<file path="config.mk">
export PLATFORM = sky130hd
export DESIGN_NAME = encoder_counter_word_access
export DESIGN_NICKNAME = d
export VERILOG_FILES = /design/src/rtl/encoder_word_pkg.sv /design/src/rtl/word_counter32.sv /design/src/rtl/encoder_counter_word_access.sv
export VERILOG_INCLUDE_DIRS = /design/src /design/src/rtl
export SDC_FILE = /design/constraint.sdc
export NUM_CORES = 1
export LEC_CHECK = 0
export BUFFER_PORTS_ARGS = -buffer_cell sky130_fd_sc_hd__buf_2
export CAP_MARGIN = 20
export CORE_MARGIN = 2
export CORE_UTILIZATION = 60
export CTS_CLUSTER_SIZE = 24
export DETAILED_ROUTE_END_ITERATION = 16
export PLACE_DENSITY_LB_ADDON = 0.2
export SYNTH_ARGS = -nofsm -noshare
export SYNTH_HDL_FRONTEND = slang
export SYNTH_HIERARCHICAL = 1
export SYNTH_SLANG_ARGS = --single-unit
</file>
<file path="constraint.sdc">
create_clock -name clock_in -period 8.7 [get_ports clock_in]
set_clock_uncertainty 0.1 [all_clocks]
set_input_delay 0.87 -clock clock_in [delete_from_list [all_inputs] [get_ports clock_in]]
set_output_delay 0.87 -clock clock_in [all_outputs]
set_load 0.005 [all_outputs]
</file>
<file path="src/rtl/encoder_word_defines.svh">
`ifndef ENCODER_WORD_DEFINES_SVH
`define ENCODER_WORD_DEFINES_SVH

// word offsets on the register bus (byte addresses)
`define POS_HIGH_OFS 8'h00
`define POS_LOW_OFS 8'h04
`define POS_HOLD_OFS 8'h08
`define TMR_HIGH_OFS 8'h0c
`define TMR_LOW_OFS 8'h10
`define CTRL_OFS 8'h14

// control register fields
`define CTRL_POS_EN_BIT 0
`define CTRL_TMR_EN_BIT 1
`define CTRL_DIR_BIT 2

// reset values
`define WORD16_RESET 16'h0000
`define CTRL_RESET 3'h0

// layout: the high 16-bit half sits in bits 31:16 of each 32-bit value
`define HALF_SHIFT 16

`endif

</file>
<file path="src/rtl/encoder_word_pkg.sv">
package encoder_word_pkg;
  typedef enum logic [1:0] {
    PH_IDLE = 2'b00,
    PH_WRITE = 2'b01,
    PH_READ = 2'b10
  } bus_phase_t;
  typedef logic [15:0] half_word_t;
  typedef logic [31:0] full_word_t;
endpackage : encoder_word_pkg

</file>
<file path="src/rtl/word_counter32.sv">
`timescale 1ns/1ps
`include "encoder_word_defines.svh"

// 32-bit counter with separate loads for each half
module word_counter32 (
  input wire logic clock_in,
  input wire logic rst_in,
  input wire logic count_en_in,
  input wire logic count_down_in,
  input wire logic load_high_in,
  input wire logic load_low_in,
  input wire logic [15:0] high_data_in,
  input wire logic [15:0] low_data_in,
  output logic [31:0] value_out
);
  logic [31:0] value_reg;
  logic [31:0] value_next;

  always_comb begin
    value_next = value_reg;
    if (count_en_in) begin
      value_next = count_down_in ? value_reg - 32'h0000_0001 : value_reg + 32'h0000_0001;
    end
    if (load_high_in) begin
      value_next[31:16] = high_data_in;
    end
    if (load_low_in) begin
      value_next[15:0] = low_data_in;
    end
  end

  always_ff @(posedge clock_in or posedge rst_in) begin
    if (rst_in) begin
      value_reg <= 32'h0000_0000;
    end else begin
      value_reg <= value_next;
    end
  end

  assign value_out = value_reg;
endmodule : word_counter32

</file>
<file path="src/rtl/encoder_counter_word_access.sv">
// Register access over AHB-Lite and the register addresses were decided locally.
`timescale 1ns/1ps
`include "encoder_word_defines.svh"
//
// Overview of operation
// - position high register holds count bits 31:16
// - position low register holds count bits 15:0
// - hold register carries the position high word
// - timer high register reads/writes bits 31:16
// - timer low register reads/writes bits 15:0
module encoder_counter_word_access (
  input wire logic clock_in,
  input wire logic rst_in,
  input wire logic hsel_in,
  input wire logic [7:0] haddr_in,
  input wire logic [1:0] htrans_in,
  input wire logic hwrite_in,
  input wire logic [2:0] hsize_in,
  input wire logic [31:0] hwdata_in,
  input wire logic hready_in,
  input wire logic pos_step_in,
  input wire logic pos_dir_in,
  input wire logic tmr_tick_in,
  output logic [31:0] hrdata_out,
  output logic hreadyout_out,
  output logic hresp_out,
  output logic [31:0] position_count_32_out,
  output logic [31:0] interval_timer_32_out
);

  ////////////////////////////////////////////////////////////////////////////
  // pin synchronisers
  logic [1:0] step_sync_reg;
  logic [1:0] dir_sync_reg;
  logic [1:0] tick_sync_reg;
  logic step_prev_reg;
  logic tick_prev_reg;
  logic [1:0] step_sync_next;
  logic [1:0] dir_sync_next;
  logic [1:0] tick_sync_next;

  always_comb begin
    step_sync_next = {step_sync_reg[0], pos_step_in};
    dir_sync_next = {dir_sync_reg[0], pos_dir_in};
    tick_sync_next = {tick_sync_reg[0], tmr_tick_in};
  end

  always_ff @(posedge clock_in or posedge rst_in) begin
    if (rst_in) begin
      step_sync_reg <= 2'h0;
      dir_sync_reg <= 2'h0;
      tick_sync_reg <= 2'h0;
      step_prev_reg <= 1'b0;
      tick_prev_reg <= 1'b0;
    end else begin
      step_sync_reg <= step_sync_next;
      dir_sync_reg <= dir_sync_next;
      tick_sync_reg <= tick_sync_next;
      step_prev_reg <= step_sync_reg[1];
      tick_prev_reg <= tick_sync_reg[1];
    end
  end

  ////////////////////////////////////////////////////////////////////////////
  // ahb-lite address phase capture
  encoder_word_pkg::bus_phase_t phase_reg;
  encoder_word_pkg::bus_phase_t phase_next;
  logic [7:0] addr_reg;
  logic [7:0] addr_next;

  always_comb begin
    phase_next = encoder_word_pkg::PH_IDLE;
    addr_next = addr_reg;
    if (hsel_in && hready_in && htrans_in[1]) begin
      phase_next = hwrite_in ? encoder_word_pkg::PH_WRITE : encoder_word_pkg::PH_READ;
      addr_next = haddr_in;
    end
  end

  always_ff @(posedge clock_in or posedge rst_in) begin
    if (rst_in) begin
      phase_reg <= encoder_word_pkg::PH_IDLE;
      addr_reg <= 8'h00;
    end else begin
      phase_reg <= phase_next;
      addr_reg <= addr_next;
    end
  end

  assign hreadyout_out = 1'b1;
  assign hresp_out = 1'b0;

  logic wr_act;
  logic rd_act;
  assign wr_act = (phase_reg == encoder_word_pkg::PH_WRITE);
  assign rd_act = (phase_next == encoder_word_pkg::PH_READ);

  ////////////////////////////////////////////////////////////////////////////
  // control and hold registers
  logic [2:0] ctrl_reg;
  logic [2:0] ctrl_next;
  encoder_word_pkg::half_word_t hold_reg;
  encoder_word_pkg::half_word_t hold_next;
  logic [31:0] pos_value;
  logic [31:0] tmr_value;
  logic pos_load_high;
  logic pos_load_low;
  logic tmr_load_high;
  logic tmr_load_low;
  logic [15:0] wdata_low;

  assign wdata_low = hwdata_in[15:0];

  always_comb begin
    ctrl_next = ctrl_reg;
    hold_next = hold_reg;
    pos_load_high = 1'b0;
    pos_load_low = 1'b0;
    tmr_load_high = 1'b0;
    tmr_load_low = 1'b0;
    if (wr_act) begin
      case (addr_reg)
        `POS_HIGH_OFS: pos_load_high = 1'b1;
        `POS_LOW_OFS: begin
          pos_load_low = 1'b1;
          pos_load_high = 1'b1;
        end
        `POS_HOLD_OFS: hold_next = wdata_low;
        `TMR_HIGH_OFS: tmr_load_high = 1'b1;
        `TMR_LOW_OFS: tmr_load_low = 1'b1;
        `CTRL_OFS: ctrl_next = hwdata_in[2:0];
        default: ctrl_next = ctrl_reg;
      endcase
    end
    if (rd_act && (haddr_in == `POS_LOW_OFS)) begin
      hold_next = pos_value[31:`HALF_SHIFT];
    end
  end

  always_ff @(posedge clock_in or posedge rst_in) begin
    if (rst_in) begin
      ctrl_reg <= `CTRL_RESET;
      hold_reg <= `WORD16_RESET;
    end else begin
      ctrl_reg <= ctrl_next;
      hold_reg <= hold_next;
    end
  end

  ////////////////////////////////////////////////////////////////////////////
  // 32-bit values
  logic [15:0] pos_high_src;
  // a low write takes the high half from hold so both halves land together
  assign pos_high_src = (addr_reg == `POS_LOW_OFS) ? hold_reg : wdata_low;

  word_counter32 u_position (
    .clock_in(clock_in),
    .rst_in(rst_in),
    .count_en_in(ctrl_reg[`CTRL_POS_EN_BIT] && step_sync_reg[1] && !step_prev_reg),
    .count_down_in(dir_sync_reg[1] ^ ctrl_reg[`CTRL_DIR_BIT]),
    .load_high_in(pos_load_high),
    .load_low_in(pos_load_low),
    .high_data_in(pos_high_src),
    .low_data_in(wdata_low),
    .value_out(pos_value)
  );

  word_counter32 u_timer (
    .clock_in(clock_in),
    .rst_in(rst_in),
    .count_en_in(ctrl_reg[`CTRL_TMR_EN_BIT] && tick_sync_reg[1] && !tick_prev_reg),
    .count_down_in(1'b0),
    .load_high_in(tmr_load_high),
    .load_low_in(tmr_load_low),
    .high_data_in(wdata_low),
    .low_data_in(wdata_low),
    .value_out(tmr_value)
  );

  assign position_count_32_out = pos_value;
  assign interval_timer_32_out = tmr_value;

  ////////////////////////////////////////////////////////////////////////////
  // read data, registered at the address phase
  logic [31:0] rdata_reg;
  logic [31:0] rdata_next;

  always_comb begin
    rdata_next = rdata_reg;
    if (rd_act) begin
      case (haddr_in)
        `POS_HIGH_OFS: rdata_next = {16'h0000, pos_value[31:`HALF_SHIFT]};
        `POS_LOW_OFS: rdata_next = {16'h0000, pos_value[15:0]};
        `POS_HOLD_OFS: rdata_next = {16'h0000, hold_reg};
        `TMR_HIGH_OFS: rdata_next = {16'h0000, tmr_value[31:`HALF_SHIFT]};
        `TMR_LOW_OFS: rdata_next = {16'h0000, tmr_value[15:0]};
        `CTRL_OFS: rdata_next = {29'h0000_0000, ctrl_reg};
        default: rdata_next = 32'h0000_0000;
      endcase
    end
  end

  always_ff @(posedge clock_in or posedge rst_in) begin
    if (rst_in) begin
      rdata_reg <= 32'h0000_0000;
    end else begin
      rdata_reg <= rdata_next;
    end
  end

  assign hrdata_out = rdata_reg;

  ////////////////////////////////////////////////////////////////////////////
  // checks
  a_low_read_latch: assert property (@(posedge clock_in) disable iff (rst_in)
    (rd_act && haddr_in == `POS_LOW_OFS) |=> (hold_reg == $past(pos_value[31:16])))
    else $error("hold not latched on low read");
  a_low_write_load: assert property (@(posedge clock_in) disable iff (rst_in)
    (wr_act && addr_reg == `POS_LOW_OFS) |=>
      (pos_value == {$past(hold_reg), $past(hwdata_in[15:0])}))
    else $error("low write did not load both halves");
  a_pos_high_read: assert property (@(posedge clock_in) disable iff (rst_in)
    (rd_act && haddr_in == `POS_HIGH_OFS) |=> (hrdata_out == {16'h0000, $past(pos_value[31:16])}))
    else $error("position high read wrong");
  a_pos_low_read: assert property (@(posedge clock_in) disable iff (rst_in)
    (rd_act && haddr_in == `POS_LOW_OFS) |=> (hrdata_out == {16'h0000, $past(pos_value[15:0])}))
    else $error("position low read wrong");
  a_hold_write: assert property (@(posedge clock_in) disable iff (rst_in)
    (wr_act && addr_reg == `POS_HOLD_OFS && !(rd_act && haddr_in == `POS_LOW_OFS))
      |=> (hold_reg == $past(hwdata_in[15:0])))
    else $error("hold write lost");
  a_tmr_high_write: assert property (@(posedge clock_in) disable iff (rst_in)
    (wr_act && addr_reg == `TMR_HIGH_OFS) |=> (tmr_value[31:16] == $past(hwdata_in[15:0])))
    else $error("timer high write lost");
  a_tmr_low_write: assert property (@(posedge clock_in) disable iff (rst_in)
    (wr_act && addr_reg == `TMR_LOW_OFS) |=> (tmr_value[15:0] == $past(hwdata_in[15:0])))
    else $error("timer low write lost");
  a_tmr_high_read: assert property (@(posedge clock_in) disable iff (rst_in)
    (rd_act && haddr_in == `TMR_HIGH_OFS) |=>
      (hrdata_out == {16'h0000, $past(tmr_value[31:16])}))
    else $error("timer high read wrong");
endmodule : encoder_counter_word_access

</file>
==> results.ini, run 1 <==
[status]
status=finished, final reports clean

[timing]
layout_min_cycle_time_ns=3.66
fmax_mhz=273
worst_pin_slew_ns=1.13
setup_tns_ns=0
setup_slack_ns=5.04
drv_slew=0
rsz0062_at_grt=false
period_share_pct=42.1
slew-limit-headroom_pct=24.3
setup_viol=0
hold_viol_final=0

[clock_network]
cts_tree=done
worstSkewPairLatency_ns=0.42
clk_pin_slew_worst_paths_ns=0.06
cts.sinks=117
clk_path_buf_depth=2
cts_made_buffers=17
cts_resized=0
post_cts_buffers=0
cts-root-buf=clkbuf_16
hold_buffers=0
cts-htree-levels=4

[pwr]
p_sw_share_pct=45.0
clkPwrFrac_pct=18.5
comb_power_share_pct=53.4
p_total_uw=3590
p_switching_uw=1620
p_int_uw=1980
seqPwrFrac_pct=28.0
power_leakage_uw=0.00502
power.density_nw_per_um2=338
vdd.ir_drop.worst_mv=0.194

[placed_design]
dp_slack_ns=5.14
routabilityCongestion=0.982
dpl.hpwl_um=20800
io_buffers=112
dpl.cell_count=1316

[setup_path]
end_kind=flip-flop
worstPathBufferInverterCount=1
worstPathMaxFanout=33
setup.worst_path.class=flip-flop to flip-flop
crit_arrival_ns=3.85
cp_top_family=compound AO/OA/AOI/OAI gates
slowest_delay_ns=0.53
cpMaxStageDelayCell=fa_1
crit_path_start_kind=flip-flop
crit_chain=xor2_2 > buf_4 > fa_1 > a21o_1 > a221o_1 > and3_1 > nor2_1 > a221oi_2 > a311oi_2 > o21ai_1 > mux2i_1 > o221ai_1
cp.required_ns=8.89

[grt]
grt_pass1_vias=7852
grt_pass1_wl_um=43000
grt_overflow=0
antenna_found_initial=0
grt_start_max_net_pins=54
grt_use_total_pct=34.1

[cells_and_area]
drive_gt1_share_pct=19.5
nFillCells=1243
n_antenna_cell=0
final_util_pct=69.9
fin_nets=1262
layout-area-overhead-vs-synth_pct=13.7
stdcell_count=1348

[drt]
via_count=8542
ant_nets=0
vias_per_cell=6.34
drt_pass1_iterations=5
drc=0
drt_iter0_drc=802
wire_per_inst_um=20.8
wl_um=28100

[synth]
synth-seq-cells=117
ys_types=75
netlist_instances=1023
synth.most_common_cell=dfrtp_1
synth_area_leaders=dfrtp_1, ha_1, mux2i_1
synth-edff-count=0
ys_async_sr_fraction_pct=100
yosysTopAreaCell=dfrtp_1
yosys_most_used_dff=dfrtp_1
syn-cell-area_sq_um=9340
synth_commonest_cells=dfrtp_1, nand2_1, a21oi_1
syn_area_per_cell_sq_um=9.13
seq_area_frac_synth_pct=31.4
ys_warn_count=6
synth_top_area_share_pct=31.4

[worst_hold_path]
hold_path.class=flip-flop to flip-flop

[die]
num_rows=45
ios=151
dieArea_sq_um=16600
start_util_pct=61.4
die_y_um=129
die_x_um=129
coreArea_sq_um=15200

[job]
maxCapViolations=0

[through the flow]
step	hold WS, ns	area (sq um)
6_report	0.246	10600
3_3_place_gp	0.233	10100
4_1_cts	0.250	10600
2_1_floorplan	0.231	9520
3_5_place_dp	0.239	10100
5_1_grt	0.251	10600
[metal layers]
layer	global-route usage [%]	vias to the layer above	part of all wire (%)
met5	0	-	0
met4	17.6	0	4.8
met3	5.11	68	7.0
met2	53.7	373	46
met1	46.0	4087	42
li1	-	4014	-
[final timing paths]
path | end | slack (ns) | cells past startpoint | start
min reg2reg | dir_sync_reg[1] | 0.25 | 0 | dir_sync_reg[0]
min in group asynchronous | u_position/value_out[4] | 0.47 | 3 | rst_in
min | dir_sync_reg[1] | 0.25 | 0 | dir_sync_reg[0]
max in group asynchronous | phase_reg[0] | 7.50 | 3 | rst_in
max reg2reg | u_position/value_out[26] | 5.04 | 12 | ctrl_reg[2]
max | u_position/value_out[26] | 5.04 | 12 | ctrl_reg[2]
[area by class of cell]
cell class,count,area (sq um),area share [%]
multi-input cells,869,6180,58.2
inverters,19,71.3,0.671
clock buffers,20,457,4.30
clock inverters,12,105,0.989
well taps,188,235,2.21
flip-flops and latches,117,2930,27.6
repair buffers,123,643,6.05
[power by group through the flow]
stage	Clock [uW]	Combinational, uW	Sequential, uW
floorplan	0	1420	883
global placement	0	1810	998
CTS	668	1860	996
global route	691	2120	1020
detailed placement	0	1840	1000
finish	666	1920	1010
[cell families after synthesis]
kind of cell	Yosys count	share of synthesized area, %
AO/OA/AOI/OAI	321	23.4
adder cells (fa/ha/maj)	62	8.47
buffers and inverters	86	4.54
flip-flops	117	31.4
XOR/XNOR	49	4.60
multiplexers	105	12.6
other	2	0.0804
AND/OR/NAND/NOR	281	15.0
[cell usage in the layout (no fill, tap or decap), types with 5 or more instances in the layout]
master / count
nor3b_1: 5
a22o_1: 5
a21oi_1: 78
conb_1: 51
a21oi_2: 6
a211oi_1: 10
and3_1: 15
o21ai_0: 75
a22oi_1: 19
a21o_1: 36
buf_2: 112
inv_1: 14
clkbuf_16: 17
buf_4: 11
xnor2_1: 26
ha_1: 60
xor2_1: 22
dfrtp_1: 117
nor2b_1: 15
a31oi_1: 18
nand3_1: 30
mux2i_1: 69
nor3_1: 11
a221o_1: 13
clkinvlp_4: 5
mux2_2: 22
or4_1: 5
nand2_1: 100
nor2_1: 61
o31ai_1: 6
a2bb2oi_1: 6
mux2_4: 10
Power figures use the tool's default switching activity.
==> run 2, diff against run 1 <==
--- a/config.mk
+++ b/config.mk
@@ -9,7 +9,7 @@
 export BUFFER_PORTS_ARGS = -buffer_cell sky130_fd_sc_hd__buf_2
 export CAP_MARGIN = 20
 export CORE_MARGIN = 2
-export CORE_UTILIZATION = 60
+export CORE_UTILIZATION = 53
 export CTS_CLUSTER_SIZE = 24
 export DETAILED_ROUTE_END_ITERATION = 16
 export PLACE_DENSITY_LB_ADDON = 0.2
==> constraint.sdc (replaced) <==
create_clock -name clock_in -period 3.03 [get_ports clock_in]
set_clock_uncertainty 0.1 [all_clocks]
set_input_delay 0.303 -clock clock_in [delete_from_list [all_inputs] [get_ports clock_in]]
set_output_delay 0.303 -clock clock_in [all_outputs]
set_load 0.005 [all_outputs]
==> run 2 against run 1 <==
  * The run now ends with setup timing left
  * Non-clock buffer count up 134
  * Global-route usage up 0.51 points
  * Total power rose to 3.4 times the previous value
  * Design area up 14%
  * Utilization up 0.58 points
  * Via count up 10%
  * Count of clock-buffer cells in the layout up 1
  * Setup slack worse by 5.3 ns
  * Die area up 13%
  * Cell count up 13%
  * Critical path type unchanged
  * Highest routed layer unchanged
==> results.ini, run 2 (synthesis results as in run 1) <==
[clock_network]
cts_made_buffers=17  ; unchanged
clk_pin_slew_worst_paths_ns=0.06  ; about the same
cts.sinks=117  ; unchanged
cts_tree=done  ; unchanged
clk_path_buf_depth=2  ; unchanged
worstSkewPairLatency_ns=0.42  ; about the same
cts-root-buf=clkbuf_16  ; unchanged
cts-htree-levels=4  ; unchanged

[cells_and_area]
fin_nets=1396  ; was 1,262
n_antenna_cell=0  ; unchanged
nFillCells=1322  ; was 1,243
final_util_pct=70.5  ; was 69.9%
regArea_sq_um=2930  ; about the same
layout-area-overhead-vs-synth_pct=30.0  ; was 13.7%
final_cell_mix=buf_4, dfrtp_1, buf_2  ; was dfrtp_1, buf_2, nand2_1
stdcell_count=1518  ; was 1,348
multi_input_area_sq_um=6540  ; was 6180 sq um
final_common_cell=buf_4  ; was dfrtp_1
drive_gt1_share_pct=30.9  ; was 19.5%

[die]
coreArea_sq_um=17200  ; was 15,200 sq um
die_x_um=137  ; was 129 um
start_util_pct=54.2  ; was 61.4%
dieArea_sq_um=18700  ; was 16,600 sq um
num_rows=48  ; was 45
ios=151  ; unchanged
die_y_um=137  ; was 129 um

[grt]
antenna_found_initial=0  ; unchanged
grt_use_total_pct=34.6  ; was 34.1%
grt_pass1_wl_um=49100  ; was 43,000 um
grt_pass1_vias=8957  ; was 7,852
grt_start_max_net_pins=33  ; was 54
grt_overflow=0  ; unchanged

[drt]
wl_um=32200  ; was 28,100 um
via_count=9438  ; was 8,542
ant_nets=0  ; unchanged
drt_pass1_iterations=5  ; unchanged
wire_per_inst_um=21.2  ; was 20.8 um
vias_per_cell=6.22  ; was 6.34
drt_iter0_drc=986  ; was 802
drc=0  ; unchanged

[placed_design]
io_buffers=112  ; unchanged
routabilityCongestion=0.970  ; was 0.982
dpl.cell_count=1466  ; was 1,316
dpl.hpwl_um=23200  ; was 20,800 um

[timing]
setup_viol=16  ; was 0
fmax_mhz=305  ; was 273 MHz
holdWs_ns=0.0419  ; was 0.246 ns
setup_slack_ns=-0.250  ; was 5.04 ns
worst_pin_slew_ns=0.774  ; was 1.13 ns
setup_tns_ns=-2.24  ; was 0 ns
layout_min_cycle_time_ns=3.28  ; was 3.66 ns
period_share_pct=108  ; was 42.1%
slew-limit-headroom_pct=48.3  ; was 24.3%
rsz0062_at_grt=true  ; was false
hold_viol_final=0  ; unchanged
drv_slew=0  ; unchanged

[worst_hold_path]
hold_path.class=primary input to flip-flop  ; was flip-flop to flip-flop

[pwr]
power.density_nw_per_um2=1010  ; was 338 nW/um^2
power_leakage_uw=0.00575  ; was 0.00502 uW
p_total_uw=12300  ; was 3590 uW
vdd.ir_drop.worst_mv=0.570  ; was 0.194 mV

[setup_path]
cpMostUsedCell=buf_4
slowest_delay_ns=0.42  ; was 0.53 ns
crit_chain=xor2_4 > buf_12 > buf_4 > fa_2 > a21o_1 > a221o_1 > and3_4 > nor2_2 > a221oi_2 > a311oi_2 > buf_4 > o21ai_2 > mux2i_1 > o221ai_1  ; was xor2_2 > buf_4 > fa_1 > a21o_1 > a221o_1 > and3_1 > nor2_1 > a221oi_2 > a311oi_2 > o21ai_1 > mux2i_1 > o221ai_1
crit_arrival_ns=3.46  ; was 3.85 ns
cpMaxStageDelayCell=dfrtp_1  ; was fa_1
end_kind=flip-flop  ; unchanged
crit_path_start_kind=flip-flop  ; unchanged
worstPathMaxFanout=5  ; was 33
setup.worst_path.class=flip-flop to flip-flop  ; unchanged
cp.required_ns=3.21  ; was 8.89 ns

[job]
maxCapViolations=0  ; unchanged

[status]
status=finished, violations left  ; was finished, final reports clean
violations=setup timing

run 2: changes by cell type in the layout (fill, tap and decap cells not counted), moves of 4 or more:
cell and change:
ha_4 +13, dlygate4sd3_1 +4, o21ai_0 -11, buf_4 +123, ha_1 -13, o21ai_1 +9
run 2: metrics by stage:
stage | setup slack [ns] | cell area (sq um)
global placement | -0.165 | 11000
global route | -0.345 | 12100
floorplan | -0.276 | 9540
detailed placement | -0.250 | 11000
finish | -0.250 | 12100
CTS | -0.179 | 11900
run 2: cell type report:
type                       count  share of cell area [%]
tap                          225                    2.32
multi-input combinational    869                    53.8
timing repair buffer         257                    14.4
clock inverter                10                   0.865
sequential                   117                    24.1
clock buffer                  21                    3.87
inverter                      19                   0.587
run 2: layer usage:
metal / routed length, um / track usage, % / part of all wire, %
met5: 0 / 0 / 0
met4: 1720 / 17.2 / 5.3
met3: 2570 / 5.22 / 8.0
met2: 15100 / 55.4 / 47
met1: 12900 / 45.8 / 40
run 2: what timing repair did:
action | CTS | global route
pin swaps | 24 | 25
hold buffers | 4 | 0
setup buffers | 6 | 11
gates cloned | 2 | 0
resized for setup | 39 | 31
hold endpoints to repair | 75 | 0
setup endpoints to repair | 15 | 21
run 2: where the power goes:
group / switching, uW / internal, uW / total (uW)
Combinational: 3890 / 3740 / 7640
Sequential: 678 / 2040 / 2710
Clock: 716 / 1260 / 1980
Total: 5290 / 7040 / 12300
run 2: worst max-delay path, delay by kind of cell (launching register included):
kind            cells  cell delay [ns]
flops               1             0.42
buf+inv             3             0.45
mux                 1             0.16
simple gates        2             0.30
fa+ha+maj           1             0.36
compound gates      6             1.13
xor+xnor            1             0.20
run 2: worst paths after layout:
| check | from | end | slack, ns | cells after the start |
|---|---|---|---|---|
| setup reg to reg | dir_sync_reg[1] | u_position/value_out[26] | -0.25 | 14 |
| max in group asynchronous | rst_in | hrdata_out[14] | 1.92 | 4 |
| hold / removal | hwrite_in | phase_reg[0] | 0.04 | 3 |
| hold reg to reg | tick_sync_reg[0] | tick_sync_reg[1] | 0.25 | 0 |
| setup / recovery | dir_sync_reg[1] | u_position/value_out[26] | -0.25 | 14 |
| min in group asynchronous | rst_in | hold_reg[1] | 0.28 | 3 |
